===== config.mk =====
export PLATFORM = sky130hd
export DESIGN_NAME = tlb_debug_readout
export DESIGN_NICKNAME = d
export VERILOG_FILES = /design/src/tlb_debug_pkg.sv /design/src/tlb_read_pointer.sv /design/src/tlb_debug_readout.sv
export VERILOG_INCLUDE_DIRS = /design/src
export SDC_FILE = /design/constraint.sdc
export NUM_CORES = 1
export LEC_CHECK = 0
export ABC_CLOCK_PERIOD_IN_PS = 2600
export BUFFER_PORTS_ARGS = -buffer_cell sky130_fd_sc_hd__buf_4
export CAP_MARGIN = 15
export CORE_UTILIZATION = 26
export CTS_CLUSTER_SIZE = 28
export DETAILED_ROUTE_END_ITERATION = 6
export PLACE_DENSITY = 0.57
export SETUP_SLACK_MARGIN = 0.02
export SLEW_MARGIN = 20
export SYNTH_ARGS = -nofsm -noshare
export SYNTH_HDL_FRONTEND = slang
export SYNTH_HIERARCHICAL = 1
export SYNTH_SLANG_ARGS = --single-unit

===== constraint.sdc =====
create_clock -name core_clk -period 2.6 [get_ports core_clk]
set_input_delay 0.13 -clock core_clk [delete_from_list [all_inputs] [get_ports core_clk]]
set_output_delay 0.13 -clock core_clk [all_outputs]
set_load 0.02 [all_outputs]

===== src/tlb_debug_map.svh =====
//------------------------------------------------------------------
// tlb debug read-out: register offsets, field positions, resets
//------------------------------------------------------------------
// holds definitions only; included by the pointer, read-out, checker and test files, not by the package or the array model.
// assumes a 12-bit window of the global space 0 programming region.
`ifndef TLB_DEBUG_MAP_SVH
`define TLB_DEBUG_MAP_SVH

//------------------------------------------------------------------
// register offsets within the global space
//------------------------------------------------------------------
`define BUF_PTR_OFFSET 12'h080
`define BUF_DATA_OFFSET 12'h084
`define CTL_PTR_OFFSET 12'h088
`define CTL_DATA_OFFSET 12'h08c

//------------------------------------------------------------------
// pointer fields
//------------------------------------------------------------------
`define UNIT_SELECT_MSB 31
`define UNIT_SELECT_LSB 24
`define SOURCE_SELECT_MSB 27
`define SOURCE_SELECT_LSB 26
`define WAY_SELECT_MSB 25
`define WAY_SELECT_LSB 24
`define ENTRY_INDEX_MSB 15
`define ENTRY_INDEX_LSB 4
`define ENTRY_WORD_MSB 3
`define ENTRY_WORD_LSB 0
`define POINTER_RESET 32'h0000_0000
`define POINTER_STEP 32'h0000_0004

//------------------------------------------------------------------
// bus responses
//------------------------------------------------------------------
`define RESP_OKAY 2'h0
`define RESP_SLVERR 2'h2
`define RESP_DECERR 2'h3

`endif


===== src/tlb_debug_pkg.sv =====
//------------------------------------------------------------------
// tlb debug read-out: shared types
//------------------------------------------------------------------
// holds the sequencer state type and the read source type.
// assumes nothing beyond the map header for constants.
package tlb_debug_pkg;

    typedef enum logic [2:0] {
        st_idle,
        st_wr_data,
        st_wr_resp,
        st_rd_decide,
        st_rd_fetch,
        st_rd_beat
    } seq_state_type;

    typedef enum logic [1:0] {
        src_main_tlb,
        src_prefetch,
        src_ipa_cache,
        src_walk_cache
    } read_source_type;

endpackage


===== src/tlb_read_pointer.sv =====
//------------------------------------------------------------------
// tlb debug read pointer register with auto advance
//------------------------------------------------------------------
// one instance per pointer register; the parent owns the bus decode.
// assumes write and advance never arrive in the same cycle.
`timescale 1ns/1ns
`include "tlb_debug_map.svh"

module tlb_read_pointer (
    input wire logic core_clk,
    input wire logic arst_n,
    input wire logic write_en,
    input wire logic [31:0] write_data,
    input wire logic [3:0] write_strobe,
    input wire logic advance,
    output logic [31:0] pointer
);

    logic [31:0] merged;
    logic [31:0] stepped;

    // byte lanes merge; low two bits forced to zero keep word alignment
    always_comb begin
        merged = pointer;
        for (int i = 0; i < 4; i++) begin
            if (write_strobe[i]) begin
                merged[i*8 +: 8] = write_data[i*8 +: 8];
            end
        end
        merged[1:0] = 2'h0;
    end

    assign stepped = pointer + `POINTER_STEP;

    // write first so a fresh pointer is never overrun by a stale step
    always_ff @(posedge core_clk or negedge arst_n) begin
        if (!arst_n) begin
            pointer <= `POINTER_RESET;
        end else if (write_en) begin
            pointer <= merged;
        end else if (advance) begin
            pointer <= stepped;
        end
    end

endmodule


===== src/tlb_debug_readout.sv =====
//------------------------------------------------------------------
// tlb debug read-out: axi4 programming slave for the debug registers
//------------------------------------------------------------------
// serves the buffer-unit and control-unit pointer/data pairs.
// assumes the tlb arrays sit outside and answer fetch_valid with
// one fetch_done pulse some cycles later, holding fetch_data then.
`timescale 1ns/1ns
`include "tlb_debug_map.svh"

module tlb_debug_readout
    import tlb_debug_pkg::*;
(
    input wire logic core_clk,
    input wire logic arst_n,
    // write address channel
    input wire logic [3:0] awid,
    input wire logic [11:0] awaddr,
    input wire logic [7:0] awlen,
    input wire logic [2:0] awprot,
    input wire logic awvalid,
    output logic awready,
    // write data channel
    input wire logic [31:0] wdata,
    input wire logic [3:0] wstrb,
    input wire logic wlast,
    input wire logic wvalid,
    output logic wready,
    // write response channel
    output logic [3:0] bid,
    output logic [1:0] bresp,
    output logic bvalid,
    input wire logic bready,
    // read address channel
    input wire logic [3:0] arid,
    input wire logic [11:0] araddr,
    input wire logic [7:0] arlen,
    input wire logic [2:0] arprot,
    input wire logic arvalid,
    output logic arready,
    // read data channel
    output logic [3:0] rid,
    output logic [31:0] rdata,
    output logic [1:0] rresp,
    output logic rlast,
    output logic rvalid,
    input wire logic rready,
    // configured extents of the tlb arrays
    input wire logic [8:0] buffer_unit_count,
    input wire logic [12:0] buffer_entry_count,
    input wire logic [12:0] control_entry_count,
    // fetch port toward the tlb arrays
    output logic fetch_valid,
    output logic fetch_control_unit,
    output logic [31:0] fetch_pointer,
    input wire logic fetch_done,
    input wire logic [31:0] fetch_data
);

    //--------------------------------------------------------------
    // transaction state
    //--------------------------------------------------------------
    seq_state_type state;
    logic [3:0] cur_id;
    logic [11:0] cur_addr;
    logic [7:0] beats_left;
    logic cur_secure;
    logic [1:0] wr_resp_acc;

    logic [31:0] buffer_pointer;
    logic [31:0] control_pointer;

    //--------------------------------------------------------------
    // address decode
    //--------------------------------------------------------------
    wire [11:0] word_addr = {cur_addr[11:2], 2'h0};
    wire hit_buf_ptr = word_addr == `BUF_PTR_OFFSET;
    wire hit_buf_data = word_addr == `BUF_DATA_OFFSET;
    wire hit_ctl_ptr = word_addr == `CTL_PTR_OFFSET;
    wire hit_ctl_data = word_addr == `CTL_DATA_OFFSET;
    wire hit_ptr = hit_buf_ptr | hit_ctl_ptr;
    wire hit_data = hit_buf_data | hit_ctl_data;
    wire hit_any = hit_ptr | hit_data;

    // prot bit 1 low marks a secure transaction
    wire aw_secure = ~awprot[1];
    wire ar_secure = ~arprot[1];

    // error answer for this transaction, fixed once decoded
    wire [1:0] access_resp = !hit_any ? `RESP_DECERR :
                             !cur_secure ? `RESP_SLVERR : `RESP_OKAY;

    //--------------------------------------------------------------
    // extent checks on the pointer of the selected data register
    //--------------------------------------------------------------
    wire [7:0] buf_unit =
        buffer_pointer[`UNIT_SELECT_MSB:`UNIT_SELECT_LSB];
    wire [11:0] buf_entry =
        buffer_pointer[`ENTRY_INDEX_MSB:`ENTRY_INDEX_LSB];
    wire [11:0] ctl_entry =
        control_pointer[`ENTRY_INDEX_MSB:`ENTRY_INDEX_LSB];
    wire buf_in_range = ({1'b0, buf_unit} < buffer_unit_count) &&
                        ({1'b0, buf_entry} < buffer_entry_count);
    wire ctl_in_range = {1'b0, ctl_entry} < control_entry_count;
    wire data_in_range = hit_buf_data ? buf_in_range : ctl_in_range;

    // the source and way fields pass to the arrays inside the pointer
    wire [1:0] ctl_source_bits =
        control_pointer[`SOURCE_SELECT_MSB:`SOURCE_SELECT_LSB];
    read_source_type ctl_source;
    assign ctl_source = read_source_type'(ctl_source_bits);

    //--------------------------------------------------------------
    // control decisions
    //--------------------------------------------------------------
    wire take_aw = (state == st_idle) && awvalid;
    wire take_ar = (state == st_idle) && arvalid && !awvalid;
    wire w_beat = (state == st_wr_data) && wvalid && wready;
    wire ptr_write = w_beat && cur_secure;
    wire decide_fetch = (state == st_rd_decide) && cur_secure &&
                        hit_data && data_in_range;
    wire fetch_hit = (state == st_rd_fetch) && fetch_done;
    // out-of-range reads still step the pointer so a walk can cross
    wire decide_skip = (state == st_rd_decide) && cur_secure &&
                       hit_data && !data_in_range;
    wire step_data = fetch_hit | decide_skip;
    wire r_beat_done = (state == st_rd_beat) && rvalid && rready;
    wire last_beat = beats_left == 8'h00;

    //--------------------------------------------------------------
    // the two pointer registers
    //--------------------------------------------------------------
    // writes land only in st_wr_data and steps only on the read path,
    // so a finished pointer write is always seen by the next read
    tlb_read_pointer buf_ptr_reg (
        .core_clk(core_clk),
        .arst_n(arst_n),
        .write_en(ptr_write && hit_buf_ptr),
        .write_data(wdata),
        .write_strobe(wstrb),
        .advance(step_data && hit_buf_data),
        .pointer(buffer_pointer)
    );

    tlb_read_pointer ctl_ptr_reg (
        .core_clk(core_clk),
        .arst_n(arst_n),
        .write_en(ptr_write && hit_ctl_ptr),
        .write_data(wdata),
        .write_strobe(wstrb),
        .advance(step_data && hit_ctl_data),
        .pointer(control_pointer)
    );

    //--------------------------------------------------------------
    // read data selection for pointer and skipped reads
    //--------------------------------------------------------------
    wire [31:0] ptr_read_value = hit_buf_ptr ? buffer_pointer :
                                 control_pointer;
    wire [31:0] decide_value = (cur_secure && hit_ptr) ?
                               ptr_read_value : 32'h0000_0000;

    //--------------------------------------------------------------
    // sequencer: one transaction at a time, writes win a tie
    //--------------------------------------------------------------
    always_ff @(posedge core_clk or negedge arst_n) begin
        if (!arst_n) begin
            state <= st_idle;
        end else begin
            case (state)
                st_idle: begin
                    if (take_aw) begin
                        state <= st_wr_data;
                    end else if (take_ar) begin
                        state <= st_rd_decide;
                    end
                end
                st_wr_data: begin
                    if (w_beat && wlast) begin
                        state <= st_wr_resp;
                    end
                end
                st_wr_resp: begin
                    if (bready) begin
                        state <= st_idle;
                    end
                end
                st_rd_decide: begin
                    state <= decide_fetch ? st_rd_fetch : st_rd_beat;
                end
                st_rd_fetch: begin
                    if (fetch_done) begin
                        state <= st_rd_beat;
                    end
                end
                st_rd_beat: begin
                    if (rready) begin
                        state <= last_beat ? st_idle : st_rd_decide;
                    end
                end
                default: begin
                    state <= st_idle;
                end
            endcase
        end
    end

    // captured request attributes; a burst repeats its first address
    always_ff @(posedge core_clk or negedge arst_n) begin
        if (!arst_n) begin
            cur_id <= 4'h0;
            cur_addr <= 12'h000;
            beats_left <= 8'h00;
            cur_secure <= 1'b0;
        end else if (take_aw) begin
            cur_id <= awid;
            cur_addr <= awaddr;
            cur_secure <= aw_secure;
        end else if (take_ar) begin
            cur_id <= arid;
            cur_addr <= araddr;
            beats_left <= arlen;
            cur_secure <= ar_secure;
        end else if (r_beat_done && !last_beat) begin
            beats_left <= beats_left - 8'h01;
        end
    end

    // write channel handshakes; burst answer keeps the worst response
    always_ff @(posedge core_clk or negedge arst_n) begin
        if (!arst_n) begin
            awready <= 1'b0;
            wready <= 1'b0;
            bvalid <= 1'b0;
            bid <= 4'h0;
            bresp <= `RESP_OKAY;
            wr_resp_acc <= `RESP_OKAY;
        end else begin
            awready <= (state == st_idle) && awvalid && !awready;
            if (take_aw) begin
                wready <= 1'b1;
                wr_resp_acc <= `RESP_OKAY;
            end else if (w_beat && wlast) begin
                wready <= 1'b0;
            end
            if (w_beat && access_resp > wr_resp_acc) begin
                wr_resp_acc <= access_resp;
            end
            if (w_beat && wlast) begin
                bvalid <= 1'b1;
                bid <= cur_id;
                bresp <= (access_resp > wr_resp_acc) ?
                         access_resp : wr_resp_acc;
            end else if (bvalid && bready) begin
                bvalid <= 1'b0;
            end
        end
    end

    // read channel: fetched word or register value goes back as rdata
    always_ff @(posedge core_clk or negedge arst_n) begin
        if (!arst_n) begin
            arready <= 1'b0;
            rvalid <= 1'b0;
            rid <= 4'h0;
            rdata <= 32'h0000_0000;
            rresp <= `RESP_OKAY;
            rlast <= 1'b0;
        end else begin
            arready <= (state == st_idle) && arvalid && !awvalid &&
                       !arready;
            if ((state == st_rd_decide) && !decide_fetch) begin
                rvalid <= 1'b1;
                rdata <= decide_value;
                rresp <= access_resp;
                rid <= cur_id;
                rlast <= last_beat;
            end else if (fetch_hit) begin
                rvalid <= 1'b1;
                rdata <= fetch_data;
                rresp <= `RESP_OKAY;
                rid <= cur_id;
                rlast <= last_beat;
            end else if (r_beat_done) begin
                rvalid <= 1'b0;
                rlast <= 1'b0;
            end
        end
    end

    // fetch request toward the arrays: one pulse, pointer held with it
    always_ff @(posedge core_clk or negedge arst_n) begin
        if (!arst_n) begin
            fetch_valid <= 1'b0;
            fetch_control_unit <= 1'b0;
            fetch_pointer <= `POINTER_RESET;
        end else begin
            fetch_valid <= decide_fetch;
            if (decide_fetch) begin
                fetch_control_unit <= hit_ctl_data;
                // tag and address words alike are reached by word index
                fetch_pointer <= hit_buf_data ? buffer_pointer :
                                 {control_pointer[31:28],
                                  ctl_source,
                                  control_pointer[25:0]};
            end
        end
    end

endmodule


==> impl_metrics.csv <==
group,metric,value,unit
global_routing,grt_max_degree,74,
worst_setup_path,worstPathArrival,3200,ps
worst_setup_path,max_stage_delay,410,ps
routing,wl_met1,17.92,mm
cts,numCtsBuffers,17,
timing,rsz0062_at_grt,"true",
routing,ant_nets,0,
routing,routed_via_density,5.013,
synth,synth.top_cell.area_share,0.4035,
power,ir_drop,453.4,uV
synth,ys_seq_elements,172,
timing,holdWs,25.42,ps
timing,setup_viol,88,
synth,synthTopCellsByArea,"dfrtp_1 (40%), mux2_2 (11%), mux2i_1 (8.0%)",
routing,routed_wirelength,42.28,mm
synth,synth_cell_types,69,
routing,dr.max_layer_used,"met4",
power,power_leakage,8.288,nW
timing,post-route-period-util,1.098,
synth,synth_ff_type,"dfrtp_1",
routing,drcViolationCount,0,
cts,cts_buffer_depth,2,
place,hpwl,28.77,mm
timing,max_slew_margin,0.5253,
timing,clock.fmax,350.3,MHz
worst_setup_path,start_kind,"flop",
synth,ys_warn_count,6,
floorplanning,die_area,0.04184,mm2
routing,wl_met2,20.04,mm
cts,cts.sinks,172,
synth,seq_area_frac_synth,0.4035,
floorplanning,ios,250,
timing,drv_slew,0,
place,place_inst,1907,
floorplanning,placementRows,73,
global_routing,grt_pass1_wl,60.63,mm
cts,worstSkewPairLatency,460,ps
worst_setup_path,crit_chain,"ha_4, nand4b_1, a2111oi_4, nand2_1, nand3_2, a21oi_2, nor2_2, buf_4, nand4_1, buf_4, nor4_2, nand3_1, xor2_1, a21oi_2",
finish,fin_nets,1748,
status,violations,"setup timing",
timing,setup_tns,-8527,ps
synth,async_reset_ff_frac,1.000,
synth,syn_area,0.01067,mm2
finish,n_fill_cell,3815,
floorplanning,initial_core_util,0.2660,
cts,path_clk_slew,70,ps
finish,area_growth,58.78,%
routing,vias,10460,
timing,finalHoldViolCount,0,
global_routing,antenna_found_initial,2,
timing,period_minus_slack,2855,ps
worst_setup_path,worst-path-buf-inv,2,
job,maxCapViolations,0,
worst_setup_path,crit_required,2940,ps
floorplanning,core_area,0.04010,mm2
synth,syn_avg_cell_area,9.868,um2
timing,tightest_slew,709.0,ps
worst_setup_path,critPathKind,"flop to flop",
worst_setup_path,path_delay_family,"simple AND/OR/NAND/NOR gates",
synth,synth_area_leader_cell,"dfrtp_1",
timing,fin_skew,12.49,ps
worst_setup_path,end_kind,"flop",
global_routing,grt_usage,0.1937,
floorplanning,chipHeight,204.6,um
routing,first_pass_iters,5,
finish,finalNonFillerCells,2086,
floorplanning,die_w,204.6,um
finish,drive_above_1_share,0.4477,
routing,drt-wirelength-per-cell,20.27,um
routing,wl_met3,2.593,mm
global_routing,grt_overflow,0,
synth,syn-instance-count,1081,
cts,cts_htree_levels,4,
cts,root_buffer,"clkbuf_16",
synth,synth_common_cells,"dfrtp_1 (172), nand2_1 (109), mux2_2 (103)",
routing,dr.first_iter.drc_count,715,
min_path,hp-class,"input port to flop",
timing,layout_setup_ws,-254.9,ps
worst_setup_path,path_max_fanout,4,
power,power_density,598.1,mW/mm2
worst_setup_path,crit_slowest_cell,"dfrtp_1",
place,place_congestion,0.9059,
status,outcome,"complete, but fails checks",
global_routing,grt_pass1_vias,10320,
place,io_buffers,231,
synth,yosysMostFrequentCell,"dfrtp_1",
cts,cts_tree,"built",
synth,synth_edf_count,0,
power breakdown:
group	switching [mW]	internal, mW
Clock	1.23	1.28
Sequential	0.422	3.24
Combinational	1.92	2.03
Total	3.57	6.56
worst paths after layout:
kind | from | endpoint | slack (ps) | cells after the start
worst max-delay path | buf_ptr_reg/pointer[14] | buf_ptr_reg/pointer[31] | -250 | 14
worst min-delay path | wdata[25] | ctl_ptr_reg/pointer[25] | 30 | 4
worst max register to register | buf_ptr_reg/pointer[14] | buf_ptr_reg/pointer[31] | -250 | 14
worst min register to register | awready | awready | 440 | 1
max in group asynchronous | arst_n | ctl_ptr_reg/pointer[14] | 1500 | 3
min in group asynchronous | arst_n | rdata[6] | 250 | 2
cells by family (layout without fill, tap and decap cells):
| family | after synthesis | count (layout) | synth area share |
|---|---|---|---|
| adders and majority gates | 36 | 36 | 0.04222 |
| DFF | 172 | 172 | 0.4035 |
| buffers and inverters | 100 | 576 | 0.04164 |
| AOI/OAI and AO/OA | 186 | 186 | 0.1159 |
| other | 2 | 6 | 0.0007040 |
| muxes | 192 | 192 | 0.1927 |
| xor gates and xnor gates | 21 | 21 | 0.01724 |
| and+or+nand+nor | 372 | 372 | 0.1861 |
metrics by stage:
stage | utilization | power [mW] | setup WS, ps | instance area [um2]
global route | 0.4224 | 10.68 | -364.0 | 16940
floorplan | - | 5.472 | -228.5 | 10730
finish | 0.4224 | 10.13 | -254.9 | 16940
CTS | 0.4021 | 10.17 | -219.2 | 16120
global placement | 0.3462 | 6.871 | -336.8 | 13880
detailed placement | 0.3462 | 6.935 | -430.0 | 13880
tightest hold or removal path: stages:
cell     delay, ps
buf_4           80
mux2_2         130
nand2_1         40
o21ai_1         60
metal layers:
metal,vias up,GRT usage
met3,92,0.03627
li1,4866,-
met1,5115,0.2472
met2,384,0.3141
met5,-,0
met4,0,0.09195
placed cells by master, fill, tap and decap left out, types with 20 or more instances in the layout:
cell type / n
inv_1: 41
clkbuf_16: 20
a21oi_1: 34
buf_6: 27
nand3_1: 26
mux2i_1: 83
mux2_4: 36
nand2_1: 101
dfrtp_1: 169
o21ai_0: 34
buf_4: 348
dlygate4sd3_1: 97
mux2_2: 71
ha_1: 27
nor2_1: 63
registers in the layout (all words and copies together), names as in the netlist, 2 cells and up:
| name | cells |
|---|---|
| cur_addr | 10 |
| buf_ptr_reg/pointer | 30 |
| rid | 4 |
| state | 3 |
| wr_resp_acc | 2 |
| rresp | 2 |
| bid | 4 |
| ctl_ptr_reg/pointer | 30 |
| rdata | 32 |
| fetch_pointer | 32 |
| cur_id | 4 |
| bresp | 2 |
| beats_left | 8 |
cell type report:
type | count | area, um2 | share of cell area
Sequential cell | 172 | 4308 | 0.2543
Antenna cell | 2 | 5.005 | 0.0002955
Clock buffer | 21 | 460.4 | 0.02718
Multi-Input combinational cell | 811 | 6833 | 0.4034
Inverter | 45 | 175.2 | 0.01034
Tap cell | 525 | 656.9 | 0.03878
Timing Repair Buffer | 499 | 4413 | 0.2605
Clock inverter | 11 | 87.58 | 0.005171
timing repair:
action	in CTS	in global routing
gates cloned	5	5
hold buffers	97	0
resized for setup	106	151
pin swaps	63	66
hold endpoints to repair	170	0
setup buffers	18	36
endpoints found under the setup margin	120	131
Note: power is estimated with default switching activity, not from simulation.
